**config.mk**
```make
export PLATFORM = sky130hd
export DESIGN_NAME = lerc_top
export DESIGN_NICKNAME = d
export VERILOG_FILES = /design/src/hw/lerc_top.v /design/src/hw/lerc_engine.v
export VERILOG_INCLUDE_DIRS = /design/src /design/src/pkg
export SDC_FILE = /design/constraint.sdc
export NUM_CORES = 1
export LEC_CHECK = 0
export BUFFER_PORTS_ARGS = -buffer_cell sky130_fd_sc_hd__buf_2
export CAP_MARGIN = 0
export CORE_ASPECT_RATIO = 1.4
export CORE_UTILIZATION = 62
export CTS_CLUSTER_DIAMETER = 200
export DETAILED_ROUTE_END_ITERATION = 10
export GPL_ROUTABILITY_DRIVEN = 0
export PLACE_DENSITY = 0.82
export SETUP_SLACK_MARGIN = 0.15
export SLEW_MARGIN = 20
export SYNTH_ARGS = -nofsm -noshare
export SYNTH_HDL_FRONTEND = slang
export SYNTH_HIERARCHICAL = 1
export SYNTH_SLANG_ARGS = --single-unit
export TNS_END_PERCENT = 50
```
**constraint.sdc**
```tcl
create_clock -name clk -period 4.9 [get_ports clk]
set_clock_uncertainty 0.2 [all_clocks]
set_input_delay 0.735 -clock clk [delete_from_list [all_inputs] [get_ports clk]]
set_output_delay 0.735 -clock clk [all_outputs]
set_load 0.02 [all_outputs]
```
**src/pkg/lerc_defines.vh**
```
// ------------------------------------------------------------
// register map and field constants
// ------------------------------------------------------------
`ifndef LERC_DEFINES_VH
`define LERC_DEFINES_VH

// register offsets
`define LERC_ADDR_EXEC 8'h01
`define LERC_ADDR_MODE 8'h02
`define LERC_ADDR_CHAN0 8'h07
`define LERC_ADDR_PC1 8'h30
`define LERC_ADDR_PC2 8'h31
`define LERC_ADDR_PC3 8'h32
`define LERC_ADDR_BUSY 8'h3C

// reset values
`define LERC_RST_BYTE 8'h00
`define LERC_RST_PC 8'h00
`define LERC_PC_LAST 8'hFF

// execution states
`define LERC_EX_HOLD 2'h0
`define LERC_EX_STEP 2'h1
`define LERC_EX_FREE 2'h2
`define LERC_EX_ONCE 2'h3

// operation modes
`define LERC_OM_DIS 2'h0
`define LERC_OM_LOAD 2'h1
`define LERC_OM_RUN 2'h2
`define LERC_OM_HALT 2'h3

// field positions: engine n field high bit is 9-2n
`define LERC_E1_HI 7
`define LERC_E2_HI 5
`define LERC_E3_HI 3

// channel 0 fields
`define LERC_FADE_HI 7
`define LERC_FADE_LO 5
`define LERC_RATIO_BIT 4
`define LERC_EXP_BIT 3
`define LERC_EXT_BIT 2
`define LERC_FADE_NONE 3'h0
`define LERC_FADE_E1 3'h1
`define LERC_FADE_E2 3'h2
`define LERC_FADE_E3 3'h3
`define LERC_FADE_PWM 3'h5
`define LERC_FSEL_NONE 2'h0
`define LERC_FSEL_E1 2'h1
`define LERC_FSEL_E2 2'h2
`define LERC_FSEL_E3 2'h3

// load-mode initialisation time
`define LERC_INIT_US 1000
`define LERC_CLK_MHZ 250

`endif

```
**src/hw/lerc_top.v**
```verilog
`default_nettype none
// Operation
// RULE_01 - exec state acts only in run mode
// RULE_02 - hold: no execution, pc writable only here
// RULE_03 - step: one instruction, pc+1, back to hold
// RULE_04 - free run continues, pc wraps to zero
// RULE_05 - execute once keeps pc unless branch taken
// RULE_06 - ramp or wait completes before hold
// RULE_07 - exec register fields, reset to hold
// RULE_08 - disabled engine: pc zero, no execution
// RULE_09 - memory write only in load, not busy
// RULE_10 - host waits busy clear or 1 ms
// RULE_11 - any load inhibits other engines
// RULE_12 - entering load clears program counter
// RULE_13 - load entered only from disabled
// RULE_14 - run mode executes per exec state
// RULE_15 - halt aborts instruction immediately
// RULE_16 - mode register fields, reset to disabled
// RULE_17 - channel 0 fader source selection
// RULE_18 - channel 0 ratiometric dimming enable
// RULE_19 - channel 0 linear or exponential curve
// RULE_20 - channel 0 charge pump or external supply
`include "lerc_defines.vh"
module lerc_top #(
    parameter PC_W = 8,
    parameter INIT_CYCLES = (`LERC_INIT_US * `LERC_CLK_MHZ)
) (
    input wire clk,
    input wire rst_n,
    input wire clk_en,
    // register port from the serial interface
    input wire reg_wr,
    input wire reg_rd,
    input wire [7:0] reg_addr,
    input wire [7:0] reg_wdata,
    output reg [7:0] reg_rdata,
    // program memory write request
    input wire mem_wr,
    input wire [1:0] mem_engine,
    output wire [2:0] mem_wr_en,
    output reg mem_reject,
    // instruction executor handshake per engine
    input wire [2:0] instr_done,
    input wire [2:0] instr_branch,
    input wire [3*PC_W-1:0] branch_target,
    output wire [2:0] instr_issue,
    output wire [2:0] instr_abort,
    output wire [3*PC_W-1:0] engine_program_counter,
    // channel 0 controls
    output reg [2:0] chan0_fader_select,
    output reg [1:0] chan0_fader_engine,
    output reg chan0_fader_pwm,
    output reg chan0_ratiometric_on,
    output reg chan0_curve_exponential,
    output reg chan0_supply_external
);
    // ------------------------------------------------------------
    // registers
    // ------------------------------------------------------------
    reg [7:0] exec_ctrl_reg; // engine_exec_state_ctrl
    reg [7:0] mode_ctrl_reg; // engine_op_mode_ctrl
    reg [7:0] chan0_reg; // channel_zero_ctrl
    wire [2:0] busy;
    wire [2:0] to_hold;
    wire [2:0] any_load_other;
    reg [7:0] mode_next;
    reg [7:0] exec_next;
    // loop index over the three engine fields
    integer i;

    // field extract: engine index 0..2
    function [1:0] fld;
        input [7:0] r;
        input [1:0] e;
        begin
            case (e)
                2'h0: fld = r[`LERC_E1_HI -: 2];
                2'h1: fld = r[`LERC_E2_HI -: 2];
                2'h2: fld = r[`LERC_E3_HI -: 2];
                default: fld = 2'h0;
            endcase
        end
    endfunction

    // ------------------------------------------------------------
    // register write next values
    // ------------------------------------------------------------
    always @* begin
        // without a write the mode register holds its value; an exec field holds unless to_hold sets it to hold
        mode_next = mode_ctrl_reg;
        exec_next = exec_ctrl_reg;
        for (i = 0; i < 3; i = i + 1) begin
            // mode write: load only allowed from disabled
            if (reg_wr && reg_addr == `LERC_ADDR_MODE) begin
                if (fld(reg_wdata, i[1:0]) == `LERC_OM_LOAD &&
                    fld(mode_ctrl_reg, i[1:0]) != `LERC_OM_DIS &&
                    fld(mode_ctrl_reg, i[1:0]) != `LERC_OM_LOAD) begin
                    mode_next[`LERC_E1_HI - 2*i -: 2] = fld(mode_ctrl_reg, i[1:0]); // see RULE_13
                end else begin
                    mode_next[`LERC_E1_HI - 2*i -: 2] = fld(reg_wdata, i[1:0]); // see RULE_16
                end
            end
            // exec write stored in any mode
            if (reg_wr && reg_addr == `LERC_ADDR_EXEC) begin
                exec_next[`LERC_E1_HI - 2*i -: 2] = fld(reg_wdata, i[1:0]); // see RULE_01, RULE_07
            end else if (to_hold[i]) begin
                exec_next[`LERC_E1_HI - 2*i -: 2] = `LERC_EX_HOLD; // see RULE_03, RULE_05
            end
        end
    end

    // ------------------------------------------------------------
    // register storage
    // ------------------------------------------------------------
    always @(posedge clk) begin
        if (!rst_n) begin
            exec_ctrl_reg <= `LERC_RST_BYTE; // see RULE_07
            mode_ctrl_reg <= `LERC_RST_BYTE; // see RULE_16
            chan0_reg <= `LERC_RST_BYTE;
        end else if (clk_en) begin
            exec_ctrl_reg <= exec_next;
            mode_ctrl_reg <= mode_next;
            // channel 0 byte is stored whole
            if (reg_wr && reg_addr == `LERC_ADDR_CHAN0) begin
                chan0_reg <= reg_wdata;
            end
        end
    end

    // ------------------------------------------------------------
    // engines
    // ------------------------------------------------------------
    genvar g;
    generate
        for (g = 0; g < 3; g = g + 1) begin : eng
            // own and neighbour engine indices, cut to the field index width
            localparam [31:0] G_SELF = g;
            localparam [31:0] G_NEXT = (g + 1) % 3;
            localparam [31:0] G_PREV = (g + 2) % 3;
            // another engine in load inhibits this one
            assign any_load_other[g] = (fld(mode_ctrl_reg, G_NEXT[1:0]) == `LERC_OM_LOAD) ||
                                       (fld(mode_ctrl_reg, G_PREV[1:0]) == `LERC_OM_LOAD); // see RULE_11
            lerc_engine #(
                .PC_W(PC_W),
                .INIT_CYCLES(INIT_CYCLES)
            ) u_eng (
                .clk(clk),
                .rst_n(rst_n),
                .clk_en(clk_en),
                .op_mode(fld(mode_ctrl_reg, G_SELF[1:0])),
                .run_state(fld(exec_ctrl_reg, G_SELF[1:0])),
                .inhibit(any_load_other[g]),
                .pc_wr(reg_wr && reg_addr == `LERC_ADDR_PC1 + g),
                .pc_wdata(reg_wdata),
                .instr_done(instr_done[g]),
                .instr_branch(instr_branch[g]),
                .branch_target(branch_target[g*PC_W +: PC_W]),
                .pc_reg(engine_program_counter[g*PC_W +: PC_W]),
                .busy_reg(busy[g]),
                .issue_reg(instr_issue[g]),
                .abort_reg(instr_abort[g]),
                .to_hold(to_hold[g])
            );
            // memory write only in load and not busy
            assign mem_wr_en[g] = mem_wr && (mem_engine == g + 1) &&
                                  (fld(mode_ctrl_reg, G_SELF[1:0]) == `LERC_OM_LOAD) && !busy[g]; // see RULE_09, RULE_10
        end
    endgenerate

    // ------------------------------------------------------------
    // rejected memory writes and read data
    // ------------------------------------------------------------
    always @(posedge clk) begin
        if (!rst_n) begin
            mem_reject <= 1'b0;
            reg_rdata <= `LERC_RST_BYTE;
        end else if (clk_en) begin
            // a request that no engine accepts is flagged next cycle
            mem_reject <= mem_wr && (mem_wr_en == 3'h0); // see RULE_09
            if (reg_rd) begin
                case (reg_addr)
                    `LERC_ADDR_EXEC: reg_rdata <= exec_ctrl_reg;
                    `LERC_ADDR_MODE: reg_rdata <= mode_ctrl_reg;
                    `LERC_ADDR_CHAN0: reg_rdata <= chan0_reg;
                    // pc readable only while that engine's exec field is hold, in any mode
                    `LERC_ADDR_PC1: reg_rdata <= (fld(exec_ctrl_reg, 2'h0) == `LERC_EX_HOLD) ?
                        engine_program_counter[PC_W-1:0] : `LERC_RST_BYTE; // see RULE_02
                    `LERC_ADDR_PC2: reg_rdata <= (fld(exec_ctrl_reg, 2'h1) == `LERC_EX_HOLD) ?
                        engine_program_counter[2*PC_W-1:PC_W] : `LERC_RST_BYTE;
                    `LERC_ADDR_PC3: reg_rdata <= (fld(exec_ctrl_reg, 2'h2) == `LERC_EX_HOLD) ?
                        engine_program_counter[3*PC_W-1:2*PC_W] : `LERC_RST_BYTE;
                    `LERC_ADDR_BUSY: reg_rdata <= {5'h00, busy};
                    // unmapped addresses read as zero
                    default: reg_rdata <= `LERC_RST_BYTE;
                endcase
            end
        end
    end

    // ------------------------------------------------------------
    // channel 0 decode
    // ------------------------------------------------------------
    always @(posedge clk) begin
        if (!rst_n) begin
            chan0_fader_select <= `LERC_FADE_NONE;
            chan0_fader_engine <= `LERC_FSEL_NONE;
            chan0_fader_pwm <= 1'b0;
            chan0_ratiometric_on <= 1'b0;
            chan0_curve_exponential <= 1'b0;
            chan0_supply_external <= 1'b0;
        end else if (clk_en) begin
            chan0_fader_select <= chan0_reg[`LERC_FADE_HI:`LERC_FADE_LO];
            // codes 0,4,6,7 mean no fading
            case (chan0_reg[`LERC_FADE_HI:`LERC_FADE_LO])
                `LERC_FADE_E1: chan0_fader_engine <= `LERC_FSEL_E1; // see RULE_17
                `LERC_FADE_E2: chan0_fader_engine <= `LERC_FSEL_E2;
                `LERC_FADE_E3: chan0_fader_engine <= `LERC_FSEL_E3;
                default: chan0_fader_engine <= `LERC_FSEL_NONE;
            endcase
            // pwm input duty as fader source
            chan0_fader_pwm <= (chan0_reg[`LERC_FADE_HI:`LERC_FADE_LO] == `LERC_FADE_PWM); // see RULE_17
            chan0_ratiometric_on <= chan0_reg[`LERC_RATIO_BIT]; // see RULE_18
            chan0_curve_exponential <= chan0_reg[`LERC_EXP_BIT]; // see RULE_19
            chan0_supply_external <= chan0_reg[`LERC_EXT_BIT]; // see RULE_20
        end
    end
endmodule
`default_nettype wire

```
**src/hw/lerc_engine.v**
```verilog
`default_nettype none
// ------------------------------------------------------------
// one program engine: pc and instruction sequencing
// ------------------------------------------------------------
`include "lerc_defines.vh"
module lerc_engine #(
    parameter PC_W = 8,
    parameter INIT_CYCLES = 250000
) (
    input wire clk,
    input wire rst_n,
    input wire clk_en,
    input wire [1:0] op_mode,
    input wire [1:0] run_state,
    input wire inhibit,
    input wire pc_wr,
    input wire [7:0] pc_wdata,
    input wire instr_done,
    input wire instr_branch,
    input wire [PC_W-1:0] branch_target,
    output reg [PC_W-1:0] pc_reg,
    output reg busy_reg,
    output reg issue_reg,
    output reg abort_reg,
    output wire to_hold
);
    // instruction in flight flag
    reg active_reg;
    // load initialisation counter
    reg [31:0] init_cnt_reg;
    reg [1:0] prev_mode_reg;
    // single-instruction states that return to hold
    wire single = (run_state == `LERC_EX_STEP) || (run_state == `LERC_EX_ONCE);
    // engine may run this cycle
    wire may_run = (op_mode == `LERC_OM_RUN) && !inhibit; // see RULE_01, RULE_11, RULE_14
    wire wants = may_run && (run_state != `LERC_EX_HOLD); // see RULE_02
    // hold request once the single instruction fully completes
    assign to_hold = may_run && single && active_reg && instr_done; // see RULE_03, RULE_05, RULE_06

    // ------------------------------------------------------------
    // sequencing
    // ------------------------------------------------------------
    always @(posedge clk) begin
        if (!rst_n) begin
            pc_reg <= `LERC_RST_PC;
            busy_reg <= 1'b0;
            issue_reg <= 1'b0;
            abort_reg <= 1'b0;
            active_reg <= 1'b0;
            init_cnt_reg <= 32'h0;
            prev_mode_reg <= `LERC_OM_DIS;
        end else if (clk_en) begin
            prev_mode_reg <= op_mode;
            issue_reg <= 1'b0;
            abort_reg <= 1'b0;
            // busy counts down after entering load
            if (op_mode == `LERC_OM_LOAD && prev_mode_reg != `LERC_OM_LOAD) begin
                busy_reg <= 1'b1;
                init_cnt_reg <= INIT_CYCLES;
            end else if (init_cnt_reg != 32'h0) begin
                init_cnt_reg <= init_cnt_reg - 32'h1;
            end else begin
                busy_reg <= 1'b0;
            end
            if (op_mode == `LERC_OM_DIS) begin
                // disabled: pc forced to zero, nothing runs
                pc_reg <= `LERC_RST_PC; // see RULE_08
                active_reg <= 1'b0;
            end else if (op_mode == `LERC_OM_LOAD) begin
                pc_reg <= `LERC_RST_PC; // see RULE_12
                active_reg <= 1'b0;
            end else if (op_mode == `LERC_OM_HALT) begin
                // abort any instruction at once
                abort_reg <= active_reg; // see RULE_15
                active_reg <= 1'b0;
            end else if (!may_run || run_state == `LERC_EX_HOLD) begin
                // hold: pc only changes by host write
                if (pc_wr && may_run) begin
                    pc_reg <= pc_wdata[PC_W-1:0]; // see RULE_02
                end
                active_reg <= 1'b0;
            end else if (!active_reg) begin
                // launch an instruction
                issue_reg <= wants;
                active_reg <= wants;
            end else if (instr_done) begin
                active_reg <= 1'b0;
                if (run_state == `LERC_EX_ONCE) begin
                    // pc kept unless a branch was taken
                    if (instr_branch) begin
                        pc_reg <= branch_target; // see RULE_05
                    end
                end else if (instr_branch) begin
                    pc_reg <= branch_target;
                end else begin
                    // step and free run advance, wrapping at the top
                    pc_reg <= pc_reg + {{(PC_W-1){1'b0}}, 1'b1}; // see RULE_03, RULE_04
                end
            end
        end
    end
endmodule
`default_nettype wire

```
==> metrics.md <==
| Metric | Value |
|---|---|
| Status | finished, final reports clean |
| Pleak | 4.304 nW |
| Post-Synthesis Cells | 1,208 |
| Clock Tree Buf Depth | 2 |
| Clock network power share | 17.0% |
| First-pass GRT wire length | 46.50 mm |
| WHS | 0.2608 ns |
| #FFs+latches synth | 176 |
| Initial core utilization | 63.09% |
| Skew-Pair Late Insertion Delay | 0.44 ns |
| CP Class | reg -> reg |
| Critical path peak fanout | 10 |
| TritonRoute pass-1 iters | 8 |
| Peak Freq | 339.7 MHz |
| Critical path capture point type | register |
| Sequential Power Share | 27.7% |
| I/O Buffers | 104 |
| Post-DP Area | 0.01073 sq mm |
| Clk pin slew, worst setup/hold paths | 0.07 ns |
| DRT iter0 DRCs | 885 |
| Die ar. | 0.01691 sq mm |
| HP Start | eng[0].u_eng/init_cnt_reg[6] |
| Drt total wl | 28.62 mm |
| Max reg flops | 96 |
| Required @ worst endpoint | 5.01 ns |
| CP Data Arrival Time | 3.05 ns |
| DRC errors left | 0 |
| Mapped Area | 0.01016 sq mm |
| Post-synthesis net count | 1,268 |
| Switching Power | 0.003735 W |
| Internal power | 0.004062 W |
| Tmin final | 2.944 ns |
| Distinct cells, synth | 85 |
| Nets | 1,347 |
| Total gr overflow | 0 |
| Post-synth EDFFs | 0 |
| Initial antenna violation count | 1 |
| Total negative setup slack | 0 ns |
| Final antenna-violating net count | 0 |
| Yosys warning count | 6 |
| Register area share after synthesis | 34.68% |
| Total GRT Usage | 35.07% |
| Setup bufs post-CTS | 0 |
| Root buf cell | clkbuf_16 |
| CTS resizes | 0 |
| Worst r2r src | eng[1].u_eng/init_cnt_reg[0] |
| Share of cells above drive strength 1 | 16.54% |
| Maximum VDD drop | 0.0009029 V |
| Area of the core | 0.01610 sq mm |
| RSZ-0062 raised after global routing | no |
| Fill count | 1,327 |
| Most common cell after layout, fill and taps aside | dfxtp_1 |
| Die W | 110.2 um |
| Syn_area_per_cell | 8.410 sq um |
| Switching share of total power | 47.90% |
| Slew margin rel. | 27.68% |
| Tightest Pin Transition | 1.085 ns |
| Area grow syn2layout | 11.24% |
| DR vias | 10,020 |
| Num rows | 55 |
| Die height | 153.5 um |
| Vias in the first global route | 9,223 |
| Drt wl/cell | 19.08 um |
| Commonest non-fill, non-tap cells in the layout | 176 x dfxtp_1, 114 x nand2_1, 103 x buf_2 |
| Hold Path Class | reg -> reg |
| R2R depth | 7 |
| Largest net degree at the start of global routing | 53 |
| Max Cap Viol | 0 |
| Setup crit start | eng[1].u_eng/init_cnt_reg[0] |
| Final Slew Violations | 0 |
| Setup Viol. Count Final | 0 |
| Power per cell area | 689.9 mW/mm^2 |
| Startpoint Class | register |
| Tcrit/Tclk final | 60.08% |
| Most used DFF post-synth | dfxtp_1 |
| Total CTS buffers | 17 |
| CTS sink cnt | 176 |
| Post-route cell area | 0.01130 sq mm |
| CTS tree | done |
| Asr flop ratio synth | 0% |
| Combinational group share of total power | 55.3% |
| H-tree depth | 4 |
| Final hold vios | 0 |
| Hold path depth | 2 |
| Post-CTS Hold Buffers | 0 |
| HPWL after DPL | 20.43 mm |
| I/O pins | 105 |
| Vias/cell | 6.678 |
==> logic make-up (layout without fill, tap and decap cells) <==
logic type | Yosys count | after routing | synth area share, %
AND/OR/NAND/NOR | 574 | 574 | 32.97
AO/OA/AOI/OAI | 299 | 299 | 20.84
flip-flops | 176 | 176 | 34.68
buffers and inverters | 80 | 172 | 3.916
multiplexers | 42 | 42 | 4.187
XOR/XNOR | 31 | 31 | 2.672
adder cells (fa/ha/maj) | 6 | 6 | 0.7389
other | 0 | 1 | 0
==> routing by layer <==
layer | up-vias | global-route usage (%) | share of wire [%]
met5 | - | 0 | 0
met4 | 0 | 17.67 | 4.4
met3 | 93 | 5.885 | 6.0
met2 | 386 | 57.71 | 49
met1 | 4763 | 43.47 | 41
li1 | 4775 | - | -
==> Yosys cell counts, types with 6 or more instances <==
library cell  count  area share, %
nor3_1           37            1.8
or4_1            39            2.9
nor4_1           27            1.7
and3_1           12           0.74
nor4b_1           6           0.52
xor2_1           17            1.5
o31ai_1          24            1.8
nand2_1         114            4.2
nor4_4            6            1.3
nand4_1          20            1.2
or3_1            27            1.7
buf_2             7           0.34
buf_6             8           0.89
o41ai_1          14            1.2
a211oi_1         20            1.5
a31oi_1           8           0.49
inv_1            22           0.81
nand2b_1         30            1.8
a21boi_0         13           0.96
dfxtp_1         176             35
nor2_1           99            3.7
nor3b_1           8           0.59
o211ai_1          9           0.66
and4_1           10           0.86
or2_2             9           0.55
a21oi_1          78            3.8
and2_1            9           0.55
ha_1              6           0.74
mux2i_1          38            3.7
o21ai_0          45            2.2
nand3_1          39            1.9
xnor2_1          14            1.2
clkbuf_1         31            1.1
or3_2            10           0.74
a32oi_1           8           0.69
a311oi_1         11           0.95
nor2b_1          20            1.2
nand3b_1         10           0.74
==> metrics by stage <==
| stage | std cells | total power, W | utilization, % | worst slack [ns] |
|---|---|---|---|---|
| 5_1_grt | 1500 | 0.008370 | 70.19 | 1.685 |
| 3_3_place_gp | 1467 | 0.006259 | 66.61 | 1.574 |
| 4_1_cts | 1499 | 0.007727 | 70.12 | 1.965 |
| 6_report | 1500 | 0.007797 | 70.19 | 1.956 |
| 3_5_place_dp | 1467 | 0.006380 | 66.61 | 1.524 |
| 2_1_floorplan | 1208 | 0.005597 | - | 2.014 |
==> power groups by stage <==
stage	registers, W	logic [W]	clock network, W
after global routing	0.00222	0.00475	0.00140
after global placement	0.00216	0.00410	0
after floorplan	0.00207	0.00353	0
after CTS	0.00215	0.00424	0.00134
final	0.00216	0.00431	0.00132
after detailed placement	0.00217	0.00421	0
==> worst paths after layout <==
path                                    to  slack (ns)
max          eng[1].u_eng/init_cnt_reg[19]        1.96
min           eng[0].u_eng/init_cnt_reg[6]        0.26
max reg2reg  eng[1].u_eng/init_cnt_reg[19]        1.96
min reg2reg   eng[0].u_eng/init_cnt_reg[6]        0.26
==> worst max-delay path: stages (launching register included) <==
cell and delay [ns]:
dfxtp_1 0.35, inv_1 0.07, ha_1 0.17, nor3b_1 0.54, or4bb_1 0.67, nor4_4 0.53, or3_2 0.23, a21oi_1 0.06
==> final cells by class <==
class,instances,area (sq um),share of cell area [%]
antenna,1,2.502,0.02214
clock inverter,12,108.9,0.9631
sequential,176,3523,31.17
clock buffer,20,456.7,4.041
tap,199,249.0,2.203
timing repair buffer,118,628.1,5.557
inverter,22,82.58,0.7307
multi-input combinational,952,6251,55.31
(Power assumes the default switching activity.)
